**src/rtl/cdkd_pkg.sv**
```systemverilog
/*
 * Constants, register map and state encoding for the carrier detect and
 * key-up delay block.
 * Assumes a single 20 MHz clock and a plain strobe register port.
 */
`default_nettype none

package cdkd_pkg;

   // ****************************************************************
   // Clock and timing
   // ****************************************************************
   localparam int CDKD_CLK_HZ = 20_000_000;
   localparam int CDKD_KEYUP_UNIT_MS = 10;
   localparam int CDKD_TICK_CYCLES = CDKD_CLK_HZ / 1000 * CDKD_KEYUP_UNIT_MS;
   localparam int CDKD_TICK_W = 18;

   // ****************************************************************
   // Register port
   // ****************************************************************
   localparam int CDKD_ADDR_W = 8;
   localparam int CDKD_DATA_W = 32;
   localparam logic [7:0] CDKD_ADDR_RISE = 8'h00;
   localparam logic [7:0] CDKD_ADDR_FALL = 8'h04;
   localparam logic [7:0] CDKD_ADDR_THRESH = 8'h08;
   localparam logic [7:0] CDKD_ADDR_KEYUP = 8'h0C;
   localparam logic [7:0] CDKD_ADDR_STATUS = 8'h10;

   // Reset values of the settings
   localparam logic [7:0] CDKD_RISE_RST = 8'h11;
   localparam logic [7:0] CDKD_FALL_RST = 8'h11;
   localparam logic [7:0] CDKD_THRESH_RST = 8'h6C;
   localparam logic [7:0] CDKD_KEYUP_RST = 8'h1E;

   // Status word fields
   localparam int CDKD_ST_SENSE = 0;
   localparam int CDKD_ST_PTT = 1;
   localparam int CDKD_ST_KEYUP = 2;
   localparam int CDKD_ST_CNT_LSB = 8;

   // ****************************************************************
   // Counter and framing
   // ****************************************************************
   localparam logic [7:0] CDKD_CNT_MAX = 8'hFF;
   localparam logic [7:0] CDKD_CNT_ZERO = 8'h00;
   localparam logic [7:0] CDKD_FLAG = 8'h7E;

   typedef enum logic [2:0] {
      CDKD_IDLE = 3'b001,
      CDKD_KEYUP = 3'b010,
      CDKD_DATA = 3'b100
   } cdkd_state_t;

endpackage : cdkd_pkg

`default_nettype wire

```
**src/rtl/cdkd_top.sv**
```systemverilog
/*
 * Carrier detect by transition timing, and transmitter key-up delay
 * that sends flags between push-to-talk and the first data byte.
 * Assumes the receiver supplies the demodulated level with bit-start and
 * mid-bit pulses, and the radio serializer pulses byte_slot_in whenever
 * it wants the next byte. All inputs are synchronous to ref_clk_in.
 */
// Chosen here: the address-and-strobe port and the register addresses.
`timescale 1ns/1ps
`default_nettype none

// Contract
// - Transition at bit start adds the rise setting to the detect counter.
// - Transition at mid bit subtracts the fall penalty from the counter.
// - Carrier sense asserts once the counter reaches the threshold.
// - Carrier sense stays asserted until the counter falls to zero.
// - Request keys push-to-talk, then waits setting times 10 ms before data.
// - Flags are sent throughout the key-up interval.
module cdkd_top
   import cdkd_pkg::*;
#(
   parameter int KEYUP_TICK_CYCLES = CDKD_TICK_CYCLES
) (
   input wire logic ref_clk_in,
   input wire logic rst_in,
   input wire logic [CDKD_ADDR_W-1:0] reg_addr_in,
   input wire logic [CDKD_DATA_W-1:0] reg_wdata_in,
   input wire logic reg_wr_in,
   input wire logic reg_rd_in,
   output logic [CDKD_DATA_W-1:0] reg_rdata_out,
   input wire logic rx_level_in,
   input wire logic bit_start_in,
   input wire logic bit_mid_in,
   output logic carrier_sense_out,
   input wire logic tx_req_in,
   input wire logic [7:0] tx_data_in,
   input wire logic tx_valid_in,
   output logic tx_take_out,
   input wire logic byte_slot_in,
   output logic ptt_out,
   output logic [7:0] tx_byte_out,
   output logic tx_load_out
);

   localparam logic [CDKD_TICK_W-1:0] TICK_LAST = CDKD_TICK_W'(KEYUP_TICK_CYCLES - 1);

   // ****************************************************************
   // Settings registers
   // ****************************************************************
   logic [7:0] rise_step;
   logic [7:0] fall_step;
   logic [7:0] sense_thresh;
   logic [7:0] keyup_delay_setting;
   logic [7:0] detect_count;
   logic [7:0] next_count;
   logic rx_prev;
   logic edge_start;
   logic edge_mid;
   logic next_sense;
   cdkd_state_t state;
   logic [CDKD_TICK_W-1:0] tick_cnt;
   logic [7:0] unit_cnt;
   logic [7:0] keyup_units;
   logic tick_wrap;

   // Writes to the four settings; other addresses are ignored
   always_ff @(posedge ref_clk_in) begin
      if (rst_in) begin
         rise_step <= CDKD_RISE_RST;
         fall_step <= CDKD_FALL_RST;
         sense_thresh <= CDKD_THRESH_RST;
         keyup_delay_setting <= CDKD_KEYUP_RST;
      end else if (reg_wr_in) begin
         case (reg_addr_in)
            CDKD_ADDR_RISE: rise_step <= reg_wdata_in[7:0];
            CDKD_ADDR_FALL: fall_step <= reg_wdata_in[7:0];
            CDKD_ADDR_THRESH: sense_thresh <= reg_wdata_in[7:0];
            CDKD_ADDR_KEYUP: keyup_delay_setting <= reg_wdata_in[7:0];
            default: ;
         endcase
      end
   end

   // Read data one cycle after the strobe, zero otherwise and when unmapped
   always_ff @(posedge ref_clk_in) begin
      if (rst_in) begin
         reg_rdata_out <= '0;
      end else if (reg_rd_in) begin
         case (reg_addr_in)
            CDKD_ADDR_RISE: reg_rdata_out <= {24'h000000, rise_step};
            CDKD_ADDR_FALL: reg_rdata_out <= {24'h000000, fall_step};
            CDKD_ADDR_THRESH: reg_rdata_out <= {24'h000000, sense_thresh};
            CDKD_ADDR_KEYUP: reg_rdata_out <= {24'h000000, keyup_delay_setting};
            CDKD_ADDR_STATUS: begin
               reg_rdata_out <= '0;
               reg_rdata_out[CDKD_ST_SENSE] <= carrier_sense_out;
               reg_rdata_out[CDKD_ST_PTT] <= ptt_out;
               reg_rdata_out[CDKD_ST_KEYUP] <= (state == CDKD_KEYUP);
               reg_rdata_out[CDKD_ST_CNT_LSB +: 8] <= detect_count;
            end
            default: reg_rdata_out <= '0;
         endcase
      end else begin
         reg_rdata_out <= '0;
      end
   end

   // ****************************************************************
   // Carrier detect
   // ****************************************************************

   // Saturating step; a 9-bit sum keeps the overflow visible
   function automatic logic [7:0] cdkd_step(input logic [7:0] cnt, input logic [7:0] up,
                                            input logic [7:0] dn, input logic add, input logic sub);
      logic [8:0] sum;
      sum = {1'b0, cnt} + {1'b0, up};
      if (add) begin
         cdkd_step = sum[8] ? CDKD_CNT_MAX : sum[7:0];
      end else if (sub) begin
         cdkd_step = (cnt < dn) ? CDKD_CNT_ZERO : 8'(cnt - dn);
      end else begin
         cdkd_step = cnt;
      end
   endfunction : cdkd_step

   // Both timing pulses at once is ambiguous, so that edge counts as neither
   assign edge_start = (rx_level_in != rx_prev) && bit_start_in && !bit_mid_in;
   assign edge_mid = (rx_level_in != rx_prev) && bit_mid_in && !bit_start_in;
   assign next_count = cdkd_step(detect_count, rise_step, fall_step, edge_start, edge_mid);
   // Set has priority, so a zero threshold holds sense on
   assign next_sense = (next_count >= sense_thresh) ? 1'b1 :
                       (next_count == CDKD_CNT_ZERO) ? 1'b0 : carrier_sense_out;

   // Counter and sense flip-flops move together
   always_ff @(posedge ref_clk_in) begin
      if (rst_in) begin
         rx_prev <= 1'b0;
         detect_count <= CDKD_CNT_ZERO;
         carrier_sense_out <= 1'b0;
      end else begin
         rx_prev <= rx_level_in;
         detect_count <= next_count;
         carrier_sense_out <= next_sense;
      end
   end

   // ****************************************************************
   // Key-up delay and framing
   // ****************************************************************
   assign tick_wrap = (tick_cnt == TICK_LAST);

   // Sequencer: the delay is latched at the request so a write mid-interval is harmless
   always_ff @(posedge ref_clk_in) begin
      if (rst_in) begin
         state <= CDKD_IDLE;
         ptt_out <= 1'b0;
         tick_cnt <= '0;
         unit_cnt <= '0;
         keyup_units <= '0;
      end else begin
         case (state)
            CDKD_IDLE: begin
               tick_cnt <= '0;
               unit_cnt <= '0;
               if (tx_req_in) begin
                  ptt_out <= 1'b1;
                  keyup_units <= keyup_delay_setting;
                  state <= (keyup_delay_setting == 8'h00) ? CDKD_DATA : CDKD_KEYUP;
               end
            end
            CDKD_KEYUP: begin
               tick_cnt <= tick_wrap ? '0 : tick_cnt + 1'b1;
               if (tick_wrap) begin
                  unit_cnt <= unit_cnt + 8'h01;
                  if (unit_cnt + 8'h01 == keyup_units) begin
                     state <= CDKD_DATA;
                  end
               end
            end
            CDKD_DATA: begin
               // No byte ready at a slot ends the frame and unkeys
               if (byte_slot_in && !tx_valid_in) begin
                  ptt_out <= 1'b0;
                  state <= CDKD_IDLE;
               end
            end
            default: begin
               ptt_out <= 1'b0;
               state <= CDKD_IDLE;
            end
         endcase
      end
   end

   // Byte feed to the radio serializer
   always_ff @(posedge ref_clk_in) begin
      if (rst_in) begin
         tx_byte_out <= CDKD_FLAG;
         tx_load_out <= 1'b0;
         tx_take_out <= 1'b0;
      end else begin
         tx_load_out <= 1'b0;
         tx_take_out <= 1'b0;
         if (byte_slot_in && state == CDKD_KEYUP) begin
            tx_byte_out <= CDKD_FLAG;
            tx_load_out <= 1'b1;
         end else if (byte_slot_in && state == CDKD_DATA && tx_valid_in) begin
            tx_byte_out <= tx_data_in;
            tx_load_out <= 1'b1;
            tx_take_out <= 1'b1;
         end
      end
   end

   // ****************************************************************
   // Assertions
   // ****************************************************************
   property p_rise_add;
      @(posedge ref_clk_in) disable iff (rst_in)
      (edge_start && ({1'b0, detect_count} + {1'b0, rise_step} <= 9'h0FF))
         |=> detect_count == 8'($past(detect_count) + $past(rise_step));
   endproperty
   a_rise_add: assert property (p_rise_add) else $error("rise step not added");

   property p_fall_sub;
      @(posedge ref_clk_in) disable iff (rst_in)
      (edge_mid && detect_count >= fall_step) |=> detect_count == 8'($past(detect_count) - $past(fall_step));
   endproperty
   a_fall_sub: assert property (p_fall_sub) else $error("fall penalty not subtracted");

   property p_sense_set;
      @(posedge ref_clk_in) disable iff (rst_in)
      (detect_count >= $past(sense_thresh)) |-> carrier_sense_out;
   endproperty
   a_sense_set: assert property (p_sense_set) else $error("sense missing at threshold");

   property p_sense_hold;
      @(posedge ref_clk_in) disable iff (rst_in)
      ($past(carrier_sense_out) && detect_count != CDKD_CNT_ZERO) |-> carrier_sense_out;
   endproperty
   a_sense_hold: assert property (p_sense_hold) else $error("sense dropped above zero");

   property p_sense_clear;
      @(posedge ref_clk_in) disable iff (rst_in)
      (detect_count == CDKD_CNT_ZERO && $past(sense_thresh) != 8'h00) |-> !carrier_sense_out;
   endproperty
   a_sense_clear: assert property (p_sense_clear) else $error("sense stuck at zero count");

   property p_keyup_start;
      @(posedge ref_clk_in) disable iff (rst_in)
      (state == CDKD_IDLE && tx_req_in) |=> ptt_out && state != CDKD_IDLE;
   endproperty
   a_keyup_start: assert property (p_keyup_start) else $error("request did not key");

   property p_keyup_end;
      @(posedge ref_clk_in) disable iff (rst_in)
      (state == CDKD_KEYUP) ##1 (state == CDKD_DATA)
         |-> $past(tick_wrap) && $past(unit_cnt) + 8'h01 == keyup_units;
   endproperty
   a_keyup_end: assert property (p_keyup_end) else $error("key-up interval wrong length");

   property p_flag_fill;
      @(posedge ref_clk_in) disable iff (rst_in)
      (state == CDKD_KEYUP && byte_slot_in) |=> tx_load_out && tx_byte_out == CDKD_FLAG && !tx_take_out;
   endproperty
   a_flag_fill: assert property (p_flag_fill) else $error("no flag during key-up");

   property p_sat;
      @(posedge ref_clk_in) disable iff (rst_in)
      (edge_mid && detect_count < fall_step) ##1 1'b1 |-> detect_count == CDKD_CNT_ZERO;
   endproperty
   a_sat: assert property (p_sat) else $error("counter wrapped below zero");

   property p_sat_top;
      @(posedge ref_clk_in) disable iff (rst_in)
      (edge_start && ({1'b0, detect_count} + {1'b0, rise_step} > 9'h0FF)) |=> detect_count == CDKD_CNT_MAX;
   endproperty
   a_sat_top: assert property (p_sat_top) else $error("counter wrapped above max");

endmodule : cdkd_top

`default_nettype wire

```
**config.mk**
```make
export PLATFORM = sky130hd
export DESIGN_NAME = cdkd_top
export DESIGN_NICKNAME = d
export VERILOG_FILES = /design/src/rtl/cdkd_pkg.sv /design/src/rtl/cdkd_top.sv
export SDC_FILE = /design/constraint.sdc
export NUM_CORES = 1
export LEC_CHECK = 0
export CELL_PAD_IN_SITES_DETAIL_PLACEMENT = 0
export CELL_PAD_IN_SITES_GLOBAL_PLACEMENT = 1
export CORE_AREA = 2 2 119 121
export DETAILED_ROUTE_END_ITERATION = 10
export DIE_AREA = 0 0 121 123
export DONT_BUFFER_PORTS = 1
export GPL_ROUTABILITY_DRIVEN = 0
export PLACE_DENSITY_LB_ADDON = 0.1
export SLEW_MARGIN = 15
export SYNTH_ARGS = -nofsm -noshare
export SYNTH_HDL_FRONTEND = slang
export SYNTH_SLANG_ARGS = --single-unit
```
**constraint.sdc**
```tcl
create_clock -name ref_clk_in -period 3.4 [get_ports ref_clk_in]
set_clock_uncertainty 0.15 [all_clocks]
set_input_delay 0.34 -clock ref_clk_in [delete_from_list [all_inputs] [get_ports ref_clk_in]]
set_output_delay 0.34 -clock ref_clk_in [all_outputs]
set_load 0.02 [all_outputs]
```
==> summary.md <==
| Metric | Value |
|---|---|
| Bufs on Longest Clock Path | 2 |
| Initial antenna violation count | 0 |
| CTS sink cnt | 106 |
| Post-synth EDFFs | 0 |
| First-pass GRT wire length | 24400 µm |
| Largest stage delay, worst path | 0.48 ns |
| CP startpoint kind | register |
| FF+latch count, synth | 106 |
| Ant. Diodes | 0 |
| WP data required | 3.47 ns |
| Final period util | 99.1% |
| Placed insts | 881 |
| Htree depth | 3 |
| Clock Latency Late Sink | 0.35 ns |
| Nets | 825 |
| Share of layout cells above drive strength 1 | 12.2% |
| Crit end category | register |
| Synth top area share | 37.6% |
| Sequential power share | 43.8% |
| Syn Inst Count | 696 |
| Detailed Route WL | 15900 µm |
| Number of remaining DRC errors | 0 |
| Critical path type | register to register |
| Die H | 123 µm |
| Final Slew Violations | 0 |
| Total GRT Usage | 21.1% |
| Core footprint | 0.0136 mm² |
| Clock share of power | 32.4% |
| Slew margin rel. | 34.7% |
| Largest net degree at the start of global routing | 80 |
| Least-Margin Pin Slew | 0.980 ns |
| Reg2reg setup slack | 0.03 ns |
| Iter 0 DRT Violations | 346 |
| R2r worst-path depth | 14 |
| Sequential element share of the synthesized area | 37.6% |
| Sw Share | 32.9% |
| Die X | 121 µm |
| Storage cell area | 0.00213 mm² |
| Synth Area per Inst | 8.11 µm² |
| FILL cells | 1345 |
| Cell area after synthesis | 0.00564 mm² |
| FF-to-FF End | carrier_sense_out |
| Synth top cells by count | 106 x dfxtp_1, 87 x nand2_1, 76 x nor2_1, 56 x a21oi_1, 30 x o21ai_0 |
| Full die area | 0.0149 mm² |
| Final Non-Filler Cells | 924 |
| Pwr/cell area | 468 mW/mm² |
| Logic pwr share | 23.8% |
| Synth warn | 0 |
| Grt total ovfl | 0 |
| Clock period minus worst slack | 3.37 ns |
| Critical Path End | carrier_sense_out |
| Worst hold path class | primary input to register |
| Internal cell power | 2.08 mW |
| Maximum VDD drop | 0.000199 V |
| # setup viols final | 0 |
| Switch Pwr | 1.02 mW |
| Main flop type after synthesis | dfxtp_1 |
| Cell taking the most area after synthesis | dfxtp_1 |
| Crit-path cells | ha_4 -> fa_2 -> a21oi_4 -> o2111ai_2 -> buf_4 -> buf_4 -> or4b_1 -> mux2i_2 -> nor3_2 -> ha_1 -> nor3_2 -> o21ai_1 -> a21oi_1 -> a311oi_2 |
| Count leader, synth | dfxtp_1 |
| Detailed Routing Iterations Pass 1 | 6 |
| Max Clk Rate | 297 MHz |
| Unrepaired setup endpoints after global routing | true |
| Worst reg2reg path startpoint | detect_count[0] |
| Synth-to-layout area growth | 17.6% |
| Total Power | 3.10 mW |
| I/O Pins | 102 |
| Vias in the first global route | 4638 |
| Synth cell types | 64 |
| Starting density of the core | 41.4% |
| Ys async rst share | 0% |
| Hpwl dp | 11300 µm |
| TritonCTS clock tree | done |
| Root Driver | clkbuf_16 |
| Status | finished clean |
| Max-cap violations | 0 |
| Port Buffers | 0 |
| Clock-pin slew on the worst setup and hold paths | 0.08 ns |
| Arrival @ worst endpoint | 3.44 ns |
| Critical Path Fanout Max | 3 |
| Footprint of the multi-input gates | 0.00337 mm² |
| Synth area leaders | dfxtp_1 38%, nand2_1 5.8%, ha_1 5.8% |
| Cts bufs inserted | 9 |
| Via count | 5072 |
| Drt wl/cell | 17.2 µm |
| Row Count | 43 |
| Vias per cell | 5.49 |
| Antenna-violating nets left | 0 |
| Worst Setup SP | detect_count[0] |
| Critical path's slowest cell | or4b_1 |
| Hold Vio Cnt, Final | 0 |
| Static Leak | 2.69 nW |
==> critical path: cells and delay by family (launching register included) <==
family,cells,cell delay [ns]
buffers and inverters,2,0.29
AOI/OAI and AO/OA,5,0.67
muxes,1,0.23
DFF,1,0.36
and+or+nand+nor,3,0.71
adders and majority gates,3,0.81
==> power by group through the flow <==
stage | logic (mW) | clock network [mW] | registers, mW
2_1_floorplan | 0.519 | 0 | 1.37
3_3_place_gp | 0.655 | 0 | 1.38
3_5_place_dp | 0.662 | 0 | 1.39
4_1_cts | 0.718 | 1.03 | 1.36
5_1_grt | 0.832 | 1.09 | 1.37
6_report | 0.738 | 1.01 | 1.36
==> final cells by class <==
cell class,count,area share (%)
multi-input combinational,533,50.8
sequential,106,32.1
timing repair buffer,60,7.94
clock buffer,9,3.39
tap,180,3.39
inverter,29,1.64
clock inverter,7,0.773
==> sequential cells by signal (all words and copies together), names as in the netlist <==
name / cells
sense_thresh: 8
tx_byte_out: 8
carrier_sense_out: 1
keyup_units: 8
rx_prev: 1
rise_step: 8
fall_step: 8
unit_cnt: 8
reg_rdata_out: 16
tx_take_out: 1
state: 3
ptt_out: 1
detect_count: 8
tx_load_out: 1
tick_cnt: 18
keyup_delay_setting: 8
==> routing by layer <==
layer	wire (µm)	global-route usage (%)
met3	616	2.86
met2	7440	33.8
met5	0	0
met1	7410	28.4
met4	443	9.23
==> what timing repair did <==
item                                   CTS  global route
hold buffers                            22             0
endpoints found under the hold margin   88             0
setup endpoints to repair                1             1
buffers inserted                         1             4
pin swaps                                5            16
resized for setup                       10            20
==> worst min path at each step <==
stage	slack (ns)	endpoint	cells past startpoint	start
global placement	0.27	sense_thresh[4]	1	rst_in
finish	0.01	rise_step[7]	2	reg_wr_in
floorplan	0.29	sense_thresh[1]	2	sense_thresh[1]
detailed placement	0.27	keyup_units[6]	1	rst_in
global route	0.03	rise_step[7]	2	reg_wr_in
CTS	0.003	rise_step[7]	2	reg_wr_in
==> cell families after synthesis <==
logic type	synth area share, %
simple gates	25.5
compound gates	18.8
buf+inv	5.88
flops	37.6
xor+xnor	3.19
other cells	0.0665
mux	2.40
fa+ha+maj	6.48
==> metrics by stage <==
step / hold slack [ns] / setup TNS, ns / util, % / worst slack, ns / instance area, µm²
after CTS: 0.00340 / 0 / 47.8 / 0.00687 / 6510
after global routing: 0.0268 / -0.126 / 48.7 / -0.126 / 6640
final: 0.0137 / 0 / 48.7 / 0.0312 / 6640
after global placement: 0.269 / -0.0823 / 43.7 / -0.0823 / 5950
after floorplan: 0.286 / 0 / - / 0.0277 / 5700
after detailed placement: 0.269 / -0.133 / 43.7 / -0.133 / 5950
==> cell usage in the layout, fill, tap and decap left out, types with 5 or more instances in the layout <==
master / instances
nor3b_1: 6
xnor2_1: 11
buf_4: 37
a21o_1: 7
nor4_1: 9
a311oi_1: 5
a22o_1: 7
a22oi_1: 8
dlygate4sd3_1: 21
o21ai_0: 29
and3_1: 16
nor3_1: 13
mux2i_1: 8
conb_1: 16
a31oi_1: 5
dfxtp_1: 103
nor2b_1: 13
inv_1: 28
nand3_1: 28
clkbuf_16: 9
a21oi_1: 55
and2_1: 5
nand2b_1: 6
a211o_1: 7
or3_1: 5
nor2_1: 76
xor2_1: 7
o21a_1: 7
nand3b_1: 7
ha_1: 22
nand2_1: 87
(Power assumes the default switching activity.)
